**src/shc_pkg.sv**
```systemverilog
/*
  Constants and types for the system clock and halt control block.
  Assumes a 125 MHz register clock and an APB slave with 32-bit data.
*/
package shc_pkg;

  // Register clock rate, used to reason about oscillator sampling.
  localparam int SHC_REF_CLK_HZ = 125000000;

  // Nominal oscillator frequencies in hertz, as printed.
  localparam int SHC_RC_OSC_HZ = 879236;
  localparam int SHC_QUARTZ_OSC_HZ = 32768;

  // Register indices as printed; each register takes one aligned word.
  localparam logic [11:0] SHC_PCTL_IDX = 12'h107;
  localparam logic [11:0] SHC_OSC_IDX = 12'h10E;
  localparam logic [11:0] SHC_PCTL_ADDR = {SHC_PCTL_IDX[9:0], 2'b00};
  localparam logic [11:0] SHC_OSC_ADDR = {SHC_OSC_IDX[9:0], 2'b00};

  // Field positions in the oscillator control register.
  localparam int SHC_OSC_DIV_BIT = 7;
  localparam int SHC_OSC_SRC_HI_BIT = 5;
  localparam int SHC_OSC_SRC_LO_BIT = 4;
  localparam int SHC_OSC_RCSTOP_BIT = 1;

  // Field position in the power and halt control register.
  localparam int SHC_PCTL_HALT_BIT = 0;

  // Clock source codes and reset values.
  localparam logic [1:0] SHC_SRC_RC = 2'h0;
  localparam logic [1:0] SHC_SRC_QUARTZ = 2'h2;
  localparam logic SHC_DIV_RESET = 1'h0;
  localparam logic SHC_RCSTOP_RESET = 1'h0;

  // Last count of each cycle clock period (period minus one), and their high phases, in source edges.
  localparam logic [3:0] SHC_DIV6_LAST = 4'h5;
  localparam logic [3:0] SHC_DIV12_LAST = 4'hB;
  localparam logic [3:0] SHC_DIV6_HIGH = 4'h3;
  localparam logic [3:0] SHC_DIV12_HIGH = 4'h6;

  // Interrupt level in service (none, low, high, highest).
  localparam logic [1:0] SHC_LVL_NONE = 2'h0;
  localparam logic [1:0] SHC_LVL_LOW = 2'h1;
  localparam logic [1:0] SHC_LVL_HIGH = 2'h2;
  localparam logic [1:0] SHC_LVL_HIGHEST = 2'h3;

  // Operating mode of the core.
  typedef enum logic {
    SHC_MODE_RUN,
    SHC_MODE_HALT
  } shc_mode_type;

endpackage : shc_pkg

```
**src/shc_top.sv**
```systemverilog
/*
  System clock selection, cycle clock division and halt control, with
  an APB register slave. Assumes oscillator outputs arrive as pins, and
  that the interrupt controller presents enabled pending requests sorted
  by priority level together with the level currently in service.
*/
// The APB slave port was decided locally.
// Notes on behaviour
// - Two sources, fast RC and slow quartz, either selectable as system clock.
// - Source field 00 picks RC, 10 picks quartz; 01 and 11 prohibited.
// - Hardware reset forces the source selection back to RC.
// - Divide bit one gives source/6, zero gives source/12.
// - RC stop bit is inverted: one stops the RC oscillator, zero runs.
// - Always-on clock runs in halt; execution clock stops in halt.
// - Writing one to halt bit enters halt and stops execution clock.
// - Interrupt wake clears the halt bit without software help.
// - Writing zero to the halt bit changes nothing.
// - Peripherals keep running in halt; CPU stops; ports and RAM hold.
// - Reset low ends halt; release starts a normal cold start.
// - Low and high wake need master enable plus the source's own request enable.
// - Requests at or below the level in service neither wake nor enter.
// - None: low/high/highest wake; low: high+; high: highest; highest: none.
// - Highest-level external requests wake regardless of master enable.
`timescale 1ns/10ps
module shc_top (
  input wire logic ref_clk,
  input wire logic arst_n,
  input wire logic psel,
  input wire logic penable,
  input wire logic pwrite,
  input wire logic [11:0] paddr,
  input wire logic [31:0] pwdata,
  output logic [31:0] prdata,
  output logic pready,
  output logic pslverr,
  input wire logic rc_osc_in,
  input wire logic quartz_osc_in,
  input wire logic master_irq_enable,
  input wire logic irq_low_req,
  input wire logic irq_high_req,
  input wire logic irq_highest_req,
  input wire logic [1:0] irq_level_active,
  output logic rc_osc_stop,
  output logic quartz_selected,
  output logic always_on_clock,
  output logic execution_clock,
  output logic halt_active,
  output logic halt_wake
);
  import shc_pkg::*;

  // Complete state of the block.
  typedef struct packed {
    logic rc_meta;
    logic rc_sync;
    logic rc_prev;
    logic qz_meta;
    logic qz_sync;
    logic qz_prev;
    logic cycle_divide_select;
    logic clock_source_sel_hi;
    logic clock_source_sel_lo;
    logic rc_stop;
    shc_mode_type mode;
    logic act_quartz;
    logic act_div6;
    logic act_gate;
    logic [3:0] cnt;
    logic aon_clk;
    logic exe_clk;
    logic [7:0] rdata;
    logic slverr;
    logic wake;
  } shc_state_type;

  logic rst_meta_ff;
  logic rst_sync_ff;
  shc_state_type st_ff;
  shc_state_type nxt_st;
  logic setup_phase;
  logic wr_access;
  logic hit_pctl;
  logic hit_osc;
  logic src_edge;
  logic [3:0] last_cnt;
  logic [3:0] high_cnt;
  logic wake_ok;

  // Reset release passes two flip-flops; assertion stays asynchronous.
  always_ff @(posedge ref_clk or negedge arst_n) begin
    if (!arst_n) begin
      rst_meta_ff <= 1'b0;
      rst_sync_ff <= 1'b0;
    end else begin
      rst_meta_ff <= 1'b1;
      rst_sync_ff <= rst_meta_ff;
    end
  end

  // Bus phase decode; the slave never inserts wait states.
  assign setup_phase = psel && !penable;
  assign wr_access = psel && penable && pwrite;
  assign hit_pctl = (paddr == SHC_PCTL_ADDR);
  assign hit_osc = (paddr == SHC_OSC_ADDR);

  // Rising edge of the source in use, taken from the second sync stage.
  assign src_edge = st_ff.act_quartz ?
                    (st_ff.qz_sync && !st_ff.qz_prev) :
                    (st_ff.rc_sync && !st_ff.rc_prev);

  // Period and high phase of the cycle clock for the ratio in use.
  assign last_cnt = st_ff.act_div6 ? SHC_DIV6_LAST : SHC_DIV12_LAST;
  assign high_cnt = st_ff.act_div6 ? SHC_DIV6_HIGH : SHC_DIV12_HIGH;

  // Halt wake eligibility from the level in service and request level.
  always_comb begin
    wake_ok = 1'b0;
    if (irq_highest_req && irq_level_active != SHC_LVL_HIGHEST) begin
      wake_ok = 1'b1;
    end
    if (master_irq_enable && irq_high_req &&
        (irq_level_active == SHC_LVL_NONE ||
         irq_level_active == SHC_LVL_LOW)) begin
      wake_ok = 1'b1;
    end
    if (master_irq_enable && irq_low_req &&
        irq_level_active == SHC_LVL_NONE) begin
      wake_ok = 1'b1;
    end
  end

  // Next state of the whole block.
  always_comb begin
    nxt_st = st_ff;
    nxt_st.wake = 1'b0;

    // Oscillator pins pass two flip-flops before any edge detection.
    nxt_st.rc_meta = rc_osc_in;
    nxt_st.rc_sync = st_ff.rc_meta;
    nxt_st.rc_prev = st_ff.rc_sync;
    nxt_st.qz_meta = quartz_osc_in;
    nxt_st.qz_sync = st_ff.qz_meta;
    nxt_st.qz_prev = st_ff.qz_sync;

    // Register writes land at the access phase.
    if (wr_access && hit_osc) begin
      nxt_st.cycle_divide_select = pwdata[SHC_OSC_DIV_BIT];
      nxt_st.clock_source_sel_hi = pwdata[SHC_OSC_SRC_HI_BIT];
      nxt_st.clock_source_sel_lo = pwdata[SHC_OSC_SRC_LO_BIT];
      nxt_st.rc_stop = pwdata[SHC_OSC_RCSTOP_BIT];
    end

    // Halt mode: a written one enters, a written zero is ignored.
    case (st_ff.mode)
      SHC_MODE_RUN: begin
        if (wr_access && hit_pctl && pwdata[SHC_PCTL_HALT_BIT]) begin
          nxt_st.mode = SHC_MODE_HALT;
        end
      end
      SHC_MODE_HALT: begin
        if (wake_ok) begin
          nxt_st.mode = SHC_MODE_RUN;
          nxt_st.wake = 1'b1;
        end
      end
      default: begin
        nxt_st.mode = SHC_MODE_RUN;
      end
    endcase

    // Cycle clock divider; settings are adopted only at a period boundary.
    if (src_edge) begin
      if (st_ff.cnt >= last_cnt) begin
        nxt_st.cnt = 4'h0;
        nxt_st.act_quartz = ({st_ff.clock_source_sel_hi,
                              st_ff.clock_source_sel_lo} ==
                             SHC_SRC_QUARTZ);
        nxt_st.act_div6 = st_ff.cycle_divide_select;
        nxt_st.act_gate = (st_ff.mode == SHC_MODE_RUN);
      end else begin
        nxt_st.cnt = st_ff.cnt + 4'h1;
      end
    end

    // Derived clocks come from flip-flops, high in the first half period.
    nxt_st.aon_clk = (nxt_st.cnt < high_cnt);
    nxt_st.exe_clk = (nxt_st.cnt < high_cnt) && nxt_st.act_gate;

    // Read data is captured in the setup phase and held for the access.
    if (setup_phase) begin
      nxt_st.rdata = 8'h00;
      nxt_st.slverr = 1'b0;
      if (hit_osc) begin
        nxt_st.rdata[SHC_OSC_DIV_BIT] = st_ff.cycle_divide_select;
        nxt_st.rdata[SHC_OSC_SRC_HI_BIT] = st_ff.clock_source_sel_hi;
        nxt_st.rdata[SHC_OSC_SRC_LO_BIT] = st_ff.clock_source_sel_lo;
        nxt_st.rdata[SHC_OSC_RCSTOP_BIT] = st_ff.rc_stop;
      end else if (hit_pctl) begin
        nxt_st.rdata[SHC_PCTL_HALT_BIT] = (st_ff.mode == SHC_MODE_HALT);
      end else begin
        nxt_st.slverr = 1'b1;
      end
    end
  end

  // State register; reset selects RC, ratio 1/12, RC running, no halt.
  always_ff @(posedge ref_clk or negedge rst_sync_ff) begin
    if (!rst_sync_ff) begin
      st_ff <= '{
        rc_meta: 1'b0,
        rc_sync: 1'b0,
        rc_prev: 1'b0,
        qz_meta: 1'b0,
        qz_sync: 1'b0,
        qz_prev: 1'b0,
        cycle_divide_select: SHC_DIV_RESET,
        clock_source_sel_hi: SHC_SRC_RC[1],
        clock_source_sel_lo: SHC_SRC_RC[0],
        rc_stop: SHC_RCSTOP_RESET,
        mode: SHC_MODE_RUN,
        act_quartz: 1'b0,
        act_div6: SHC_DIV_RESET,
        act_gate: 1'b1,
        cnt: 4'h0,
        aon_clk: 1'b0,
        exe_clk: 1'b0,
        rdata: 8'h00,
        slverr: 1'b0,
        wake: 1'b0
      };
    end else begin
      st_ff <= nxt_st;
    end
  end

  // Output assignments.
  assign prdata = {24'h000000, st_ff.rdata};
  assign pready = 1'b1;
  assign pslverr = st_ff.slverr && psel && penable;
  assign rc_osc_stop = st_ff.rc_stop;
  assign quartz_selected = st_ff.act_quartz;
  assign always_on_clock = st_ff.aon_clk;
  assign execution_clock = st_ff.exe_clk;
  assign halt_active = (st_ff.mode == SHC_MODE_HALT);
  assign halt_wake = st_ff.wake;

endmodule : shc_top

```
**config.mk**
```make
export PLATFORM = sky130hd
export DESIGN_NAME = shc_top
export DESIGN_NICKNAME = d
export VERILOG_FILES = /design/src/shc_pkg.sv /design/src/shc_top.sv
export SDC_FILE = /design/constraint.sdc
export NUM_CORES = 1
export LEC_CHECK = 0
export ABC_CLOCK_PERIOD_IN_PS = 1200
export BUFFER_PORTS_ARGS = -buffer_cell sky130_fd_sc_hd__buf_4
export CORE_ASPECT_RATIO = 0.6
export CORE_MARGIN = 2
export CORE_UTILIZATION = 43
export CTS_BUF_LIST = sky130_fd_sc_hd__clkbuf_8
export DETAILED_ROUTE_END_ITERATION = 10
export PLACE_DENSITY = 0.82
export SETUP_SLACK_MARGIN = 0.05
export SYNTH_ARGS = -nofsm -noshare
export SYNTH_HDL_FRONTEND = slang
export SYNTH_SLANG_ARGS = --single-unit
```
**constraint.sdc**
```tcl
create_clock -name ref_clk -period 1.2 [get_ports ref_clk]
set_input_delay 0.06 -clock ref_clk [delete_from_list [all_inputs] [get_ports ref_clk]]
set_output_delay 0.06 -clock ref_clk [all_outputs]
set_load 0.1 [all_outputs]
```
==> parameters.txt, run 1 <==
Parameter                              Value

Run status
  Outcome ... complete, but fails checks
  Violated checks ... negative setup slack

Clock tree
  Clock-pin transition on the worst setup and hold timing paths ... 60 ps
  Number of levels in the clock H-tree ... 2
  Number of buffers created by CTS ... 5
  Clock sink count ... 29
  Root Buffer Master ... sky130_fd_sc_hd__clkbuf_8
  Maximum buffer depth of the clock tree ... 2
  TritonCTS clock tree ... yes
  Worst-skew pair later-pin latency ... around 280 ps

Place
  Pre-CTS setup slack ... -783 ps
  Post-DP HPWL ... 2.26 mm
  Final estimated routing congestion in global placement ... approximately 0.88
  Placed cell area ... 1860 um2
  I/O Buffers ... 41
  Placed insts ... 228

Setup path
  CP peak stage delay ... 460 ps
  Cell mode on critical path ... sky130_fd_sc_hd__ha_4
  Critical path fanouts, max ... 4
  CP startpoint kind ... flip-flop
  Required time of the worst setup path ... 1390 ps
  Worst-path cell chain ... ha_4 > nand2_4 > o21ai_4 > nand2b_1 > and2_4 > ha_4 > o311a_4 > nor4_2
  Sort of element at the end of the critical path ... flip-flop
  Class of the most critical setup path ... flip-flop to flip-flop
  Endpoint arrival time on the critical path ... 2070 ps
  CP max stage cell ... sky130_fd_sc_hd__dfrtp_2

Detailed routing
  DR pass1 iterations ... 4
  Detail-routed via count per cell ... about 4.6
  Drc violations ... 0
  Number of design-rule violations left by the first detailed-router iteration ... 44
  Average routed wire per standard cell ... roughly 14 um
  Routed wire length ... 3.47 mm
  Via count of the routed design ... 1174
  Antenna-violating nets left ... 0

Cells and area
  Diodes inserted ... 0
  Ratio of cells with drive above 1 in the final layout ... 0.519
  FILL cells ... 238
  Most common cell after layout, fill and taps aside ... sky130_fd_sc_hd__buf_4
  Post-Layout Inst Area ... between 2000 and 2500 um2
  Area added between synthesis and finish ... 54.4%
  Total area of sequential cells ... 734 um2
  Final Instance Count excl. Fillers ... between 200 and 300
  Area of combinational cells with multiple inputs ... 810 um2
  Most frequent cells in the layout ... sky130_fd_sc_hd__buf_4, sky130_fd_sc_hd__conb_1, sky130_fd_sc_hd__dfrtp_1
  Nets@finish ... roughly 270
  Post-route core utilization ... 0.700

Pwr
  Relative contribution of combinational cells to total power ... 0.519
  Power Internal ... 2.34 mW
  Worst vdd rail ir drop ... between 0.9 and 1 mV
  Fraction of power consumed by the clock network ... 0.187
  Leak pwr ... 1.10 nW
  Pwr dens ... 1830 nW/um2
  Switching Share ... 0.445
  Switching component of the power ... roughly 1.9 mW
  Sequential cell fraction of total power ... 0.294

Timing
  Final min period ... 1890 ps
  Post-route setup slack ... -685 ps
  Total negative slack for setup checks ... -4420 ps
  Worst clock skew on the final layout ... roughly 4.7 ps
  Timing-limited maximum frequency ... 0.530 GHz
  Unrepaired setup endpoints after global routing ... yes
  Final setup violation count ... 15
  Part of the cycle the worst path needs ... 1.57
  Hold Vio Cnt, Final ... 0
  Count of final max-slew check failures ... 0

Global routing
  Wire length of the first global-routing pass ... ~5.2 mm
  Overall track demand over capacity in global routing ... 0.181
  Number of antenna violations at the first check in global routing ... 0
  Vias in the first global route ... 1098
  Maximum number of pins on one net before global-route repair ... 28
  Global route overflow ... 0

Die
  Die boundary width ... 79.9 um
  Count of boundary I/O pins ... 97
  Floorplan die height ... 49.6 um
  Number of core rows ... 16
  Initial Utilization ... 0.453
  Floorplan die area ... roughly 4000 um2
  Core Footprint ... roughly 3300 um2

Synth
  Number of enable flip-flop cells after synthesis ... 0
  Summed instance area of the synthesized netlist ... 1490 um2
  Distinct cells, synth ... 33
  Proportion of synthesized chip area in sequential cells ... 0.489
  Number of cells produced by synthesis ... 135
  Synthesis-stage register bit count ... 29
  Share of synthesized flip-flops with an asynchronous set or reset ... 1.00
  Synth warnings ... 0
  Dominant synthesized flop cell ... sky130_fd_sc_hd__dfrtp_1
  Mean Syn Cell Area ... around 11 um2

Run
  Maximum Capacitance Violations ... 0

Min path
  Class of the tightest hold or removal check ... input pin to async pin
[power groups by stage]
| stage | Clock [mW] | Sequential (mW) | Combinational (mW) |
|---|---|---|---|
| after global routing | 0.857 | 1.25 | 2.29 |
| final | 0.787 | 1.24 | 2.19 |
| after detailed placement | 0 | 1.22 | 1.61 |
| after CTS | 0.797 | 1.21 | 1.83 |
| after floorplan | 0 | 1.43 | 0.851 |
| after global placement | 0 | 1.22 | 1.59 |
[cell families after synthesis]
group	Yosys count	share of synthesized area
XOR/XNOR	2	0.0118
AND/OR/NAND/NOR	32	0.125
flip-flops	29	0.489
other	2	0.00505
buffers and inverters	40	0.184
AO/OA/AOI/OAI	18	0.0917
adder cells (fa/ha/maj)	5	0.0421
multiplexers	7	0.0513
[through the flow]
| step | hold WS [ps] | power [mW] |
|---|---|---|
| finish | 84.1 | 4.21 |
| global route | 72.1 | 4.40 |
| CTS | 4.41 | 3.84 |
| detailed placement | -156 | 2.83 |
| global placement | -156 | 2.81 |
| floorplan | -236 | 2.28 |
[cell type report]
type | instances | share of cell area
clock inverters | 3 | 0.00763
repair buffers | 72 | 0.256
clock buffers | 5 | 0.0300
multi-input cells | 93 | 0.352
inverters | 6 | 0.00980
well taps | 45 | 0.0245
flip-flops and latches | 29 | 0.320
[Yosys cell counts (2+ instances only)]
library cell / n / area, um2
sky130_fd_sc_hd__dfrtp_1: 28 / 701
sky130_fd_sc_hd__nor4_1: 3 / 18.8
sky130_fd_sc_hd__nor2_1: 5 / 18.8
sky130_fd_sc_hd__nor3_1: 2 / 10.0
sky130_fd_sc_hd__nand3_1: 2 / 10.0
sky130_fd_sc_hd__mux2i_1: 2 / 20.0
sky130_fd_sc_hd__xnor2_1: 2 / 17.5
sky130_fd_sc_hd__a21oi_1: 3 / 15.0
sky130_fd_sc_hd__inv_1: 6 / 22.5
sky130_fd_sc_hd__and2_1: 2 / 12.5
sky130_fd_sc_hd__mux2_2: 5 / 56.3
sky130_fd_sc_hd__a22o_1: 5 / 43.8
sky130_fd_sc_hd__o21ai_0: 4 / 20.0
sky130_fd_sc_hd__conb_1: 2 / 7.51
sky130_fd_sc_hd__ha_1: 5 / 62.6
sky130_fd_sc_hd__nand2_1: 6 / 22.5
sky130_fd_sc_hd__nand2b_1: 4 / 25.0
sky130_fd_sc_hd__buf_4: 33 / 248
sky130_fd_sc_hd__nor3b_1: 2 / 15.0
[flip-flops by register name, summed over array words and instances (netlist names)]
name	flops
prdata	5
always_on_clock	1
halt_wake	1
quartz_selected	1
st_ff	12
rst_sync_ff	1
rc_osc_stop	1
nxt_st	4
halt_active	1
rst_meta_ff	1
execution_clock	1
[worst max-delay path, delay by kind of cell, from the launching register on]
kind / cells / cell delay (ps)
fa+ha+maj: 2 / 530
flops: 1 / 460
compound gates: 2 / 280
simple gates: 4 / 510
[metal layers]
layer	GRT usage	vias up	wire (um)
li1	-	544	-
met4	0.0508	0	0
met1	0.238	584	1440
met5	0	-	0
met3	0.0842	0	246
met2	0.269	46	1780
[final timing paths]
check                                            end  slack (ps)  depth (start not counted)             startpoint
max in group asynchronous        st_ff[16]$_DFF_PN1_         660                          1  rst_sync_ff$_DFF_PN0_
max reg2reg                execution_clock$_DFF_PN0_        -690                          8  st_ff[17]$_DFFE_PN0P_
max                        execution_clock$_DFF_PN0_        -690                          8  st_ff[17]$_DFFE_PN0P_
min reg2reg                      st_ff[12]$_DFF_PN0_         240                          1  rst_sync_ff$_DFF_PN0_
min                            rst_meta_ff$_DFF_PN0_          80                          2                 arst_n
min in group ref_clk             halt_wake$_DFF_PN0_          80                          3    irq_level_active[1]
[repair_timing]
item | CTS | global route
cloned | 0 | 0
setup buffers | 20 | 5
pin swaps | 15 | 16
endpoints found under the setup margin | 18 | 18
hold endpoints to repair | 7 | 1
gates resized for setup | 18 | 22
hold buffers | 6 | 1
(Power assumes the default switching activity.)
==> inputs of run 2 (changes only) <==
--- a/config.mk
+++ b/config.mk
@@ -13,6 +13,7 @@
 export CTS_BUF_LIST = sky130_fd_sc_hd__clkbuf_8
 export DETAILED_ROUTE_END_ITERATION = 10
 export PLACE_DENSITY = 0.82
+export REMOVE_ABC_BUFFERS = 1
 export SETUP_SLACK_MARGIN = 0.05
 export SYNTH_ARGS = -nofsm -noshare
 export SYNTH_HDL_FRONTEND = slang
==> run 2 against run 1 <==
  * The flow still finishes with violations (negative setup slack)
  * Die area stayed put
  * Total power is 0.56% higher
  * Clock power fell by 2%
  * Sequential share of layout area is 0.34 points higher
  * Setup slack got worse by 84 ps
  * Critical path type unchanged
  * Critical endpoint unchanged
  * Largest cell class unchanged
  * Largest power group unchanged
  * Highest routed layer is now met4
==> parameters.txt, run 2 (synthesis gave the netlist of run 1 again) <==
Parameter                              Value

Die
  Number of core rows ... 16 (unchanged)
  Core Footprint ... 3280 um2 (unchanged)
  Die boundary width ... 79.9 um (unchanged)
  Floorplan die area ... 3960 um2 (unchanged)
  Initial Utilization ... 0.453 (unchanged)
  Floorplan die height ... 49.6 um (unchanged)
  Count of boundary I/O pins ... 97 (unchanged)

Pwr
  Sequential cell fraction of total power ... 0.289 (-0.005)
  Switching Share ... 0.449 (+0.00400)
  Pwr dens ... 1880 nW/um2 (+2.5%)
  Switching component of the power ... 1.90 mW (+1.5%)
  Leak pwr ... 1.09 nW (-0.45%)
  Relative contribution of combinational cells to total power ... 0.528 (+0.009)
  Fraction of power consumed by the clock network ... 0.183 (-0.004)
  Worst vdd rail ir drop ... 1.28 mV (+35%)
  Total Power ... 4.24 mW (+0.56%)
  Power Internal ... 2.34 mW (-0.17%)

Setup path
  Class of the most critical setup path ... flip-flop to flip-flop
  Buffers plus inverters on the worst setup path ... 1 (+1)
  Cell family with the largest share of critical-path delay ... simple AND/OR/NAND/NOR gates
  Worst R2R End ... execution_clock$_DFF_PN0_
  CP peak stage delay ... 450 ps (about the same)
  Worst-path cell chain ... inv_2 > ha_4 > nand2_4 > o21ai_4 > nand2b_1 > and2_4 > ha_4 > o311a_4 > nor4_4
  Endpoint arrival time on the critical path ... 2160 ps (+90 ps)
  Cell mode on critical path ... sky130_fd_sc_hd__ha_4
  Worst reg-to-reg path cell count ... 9 (+1)
  Critical path fanouts, max ... 4 (unchanged)
  Critical path depth in cells ... 9 (+1)
  R2R Path Start ... st_ff[17]$_DFFE_PN0P_
  CP startpoint kind ... flip-flop
  Worst R2R Setup Slack ... -770 ps (-80 ps)
  Required time of the worst setup path ... 1390 ps (about the same)
  CP max stage cell ... sky130_fd_sc_hd__dfrtp_2
  Sort of element at the end of the critical path ... flip-flop

Global routing
  Wire length of the first global-routing pass ... 5.25 mm (+0.92%)
  Global route overflow ... 0 (unchanged)
  Overall track demand over capacity in global routing ... 0.185 (+0.00370)
  Vias in the first global route ... 1121 (+2.1%)
  Maximum number of pins on one net before global-route repair ... 28 (unchanged)
  Number of antenna violations at the first check in global routing ... 0 (unchanged)

Detailed routing
  Routed wire length ... 3.79 mm (+9.2%)
  Detail-routed via count per cell ... 4.65 (+0.14%)
  Antenna-violating nets left ... 0 (unchanged)
  Average routed wire per standard cell ... 15.2 um (+11%)
  Number of design-rule violations left by the first detailed-router iteration ... 51 (+16%)
  Via count of the routed design ... 1157 (-1.4%)
  Drc violations ... 0 (unchanged)
  DR pass1 iterations ... 4 (unchanged)

Place
  Placed insts ... 229 (+0.44%)
  Pre-CTS setup slack ... -911 ps (-128 ps)
  Post-DP HPWL ... 2.12 mm (-6.4%)
  I/O Buffers ... 41 (unchanged)
  Placed cell area ... 1810 um2 (-2.4%)
  Final estimated routing congestion in global placement ... 0.861 (-2.3%)

Timing
  Timing-limited maximum frequency ... 0.508 GHz (-4.2%)
  Final setup violation count ... 17 (+2)
  Final Hold Slack ... 7.39 ps (-76.8 ps)
  Final min period ... 1970 ps (+83.6 ps)
  Part of the cycle the worst path needs ... 1.64 (+0.0697)
  Hold Vio Cnt, Final ... 0 (unchanged)
  Count of final max-slew check failures ... 0 (unchanged)
  Unrepaired setup endpoints after global routing ... yes
  Total negative slack for setup checks ... -5670 ps (-1250 ps)
  Worst clock skew on the final layout ... 6.78 ps (+2.09 ps)
  Post-route setup slack ... -769 ps (-83.6 ps)

Clock tree
  Clock sink count ... 29 (unchanged)
  Number of levels in the clock H-tree ... 2 (unchanged)
  Worst-skew pair later-pin latency ... 290 ps (about the same)
  Number of buffers created by CTS ... 5 (unchanged)
  TritonCTS clock tree ... yes
  Root Buffer Master ... sky130_fd_sc_hd__clkbuf_8
  Maximum buffer depth of the clock tree ... 2 (unchanged)
  Clock-pin transition on the worst setup and hold timing paths ... 70 ps (about the same)

Cells and area
  Register containing the most flip-flops in the final layout ... st_ff
  Post-Layout Inst Area ... 2250 um2 (-1.9%)
  Most frequent cells in the layout ... sky130_fd_sc_hd__buf_4, sky130_fd_sc_hd__conb_1, sky130_fd_sc_hd__dfrtp_1
  Nets@finish ... 265 (-1.5%)
  Area added between synthesis and finish ... 51.5%
  Area of combinational cells with multiple inputs ... 798 um2 (-1.4%)
  Ratio of cells with drive above 1 in the final layout ... 0.495 (-0.0241)
  Diodes inserted ... 0 (unchanged)
  Final Instance Count excl. Fillers ... 249 (-1.6%)
  FILL cells ... 225 (-5.5%)
  Flip-flop count of the largest register after layout ... 12 (unchanged)
  Post-route core utilization ... 0.686 (-0.0133)
  Total area of sequential cells ... 728 um2 (-0.85%)
  Most common cell after layout, fill and taps aside ... sky130_fd_sc_hd__buf_4

Min path
  Min-Delay Path Depth ... 2
  Launch point of the worst hold path ... pwdata[4]
  Worst-case hold path end point ... st_ff[21]$_DFFE_PN0P_
  Class of the tightest hold or removal check ... input pin to flip-flop

Run
  Maximum Capacitance Violations ... 0 (unchanged)

Run status
  Outcome ... complete, but fails checks
  Violated checks ... negative setup slack
[run 2: worst register-to-register path, cell delays in order, from the launching register on]
cell	delay [ps]
sky130_fd_sc_hd__dfrtp_2	450
sky130_fd_sc_hd__inv_2	80
sky130_fd_sc_hd__ha_4	270
sky130_fd_sc_hd__nand2_4	60
sky130_fd_sc_hd__o21ai_4	180
sky130_fd_sc_hd__nand2b_1	110
sky130_fd_sc_hd__and2_4	160
sky130_fd_sc_hd__ha_4	210
sky130_fd_sc_hd__o311a_4	140
sky130_fd_sc_hd__nor4_4	210
[run 2: layer usage]
layer / routed length, um / global-route usage
met2: 1790 / 0.276
met3: 260 / 0.0531
met5: 0 / 0
met4: 205 / 0.119
met1: 1530 / 0.236
[run 2: how the worst max path moves through the flow]
stage,start,end,slack [ps]
after floorplan,quartz_selected$_DFFE_PN0P_,execution_clock$_DFF_PN0_,-1240
after global placement,st_ff[17]$_DFFE_PN0P_,execution_clock$_DFF_PN0_,-750
after detailed placement,st_ff[17]$_DFFE_PN0P_,execution_clock$_DFF_PN0_,-910
after CTS,st_ff[17]$_DFFE_PN0P_,execution_clock$_DFF_PN0_,-720
after global routing,st_ff[17]$_DFFE_PN0P_,execution_clock$_DFF_PN0_,-800
final,st_ff[17]$_DFFE_PN0P_,execution_clock$_DFF_PN0_,-770
[run 2: final cells by class]
cell class                 count  area share
tap                           45      0.0250
inverter                       6     0.00999
sequential                    29       0.323
multi-input combinational     93       0.354
timing repair buffer          68       0.251
clock inverter                 3     0.00611
clock buffer                   5      0.0305
[run 2: power groups by stage]
stage	clock (mW)	combinational, mW	sequential, mW
after global routing	0.838	2.33	1.24
after floorplan	0	0.732	1.41
after CTS	0.777	1.89	1.19
final	0.774	2.24	1.23
after detailed placement	0	1.60	1.20
after global placement	0	1.58	1.19
[run 2: repair_timing]
item	4_1_cts	5_1_grt
hold endpoints to repair	5	1
endpoints found under the setup margin	18	20
resized for setup	27	25
pin swaps	10	7
hold buffers	4	1
buffers inserted	10	3
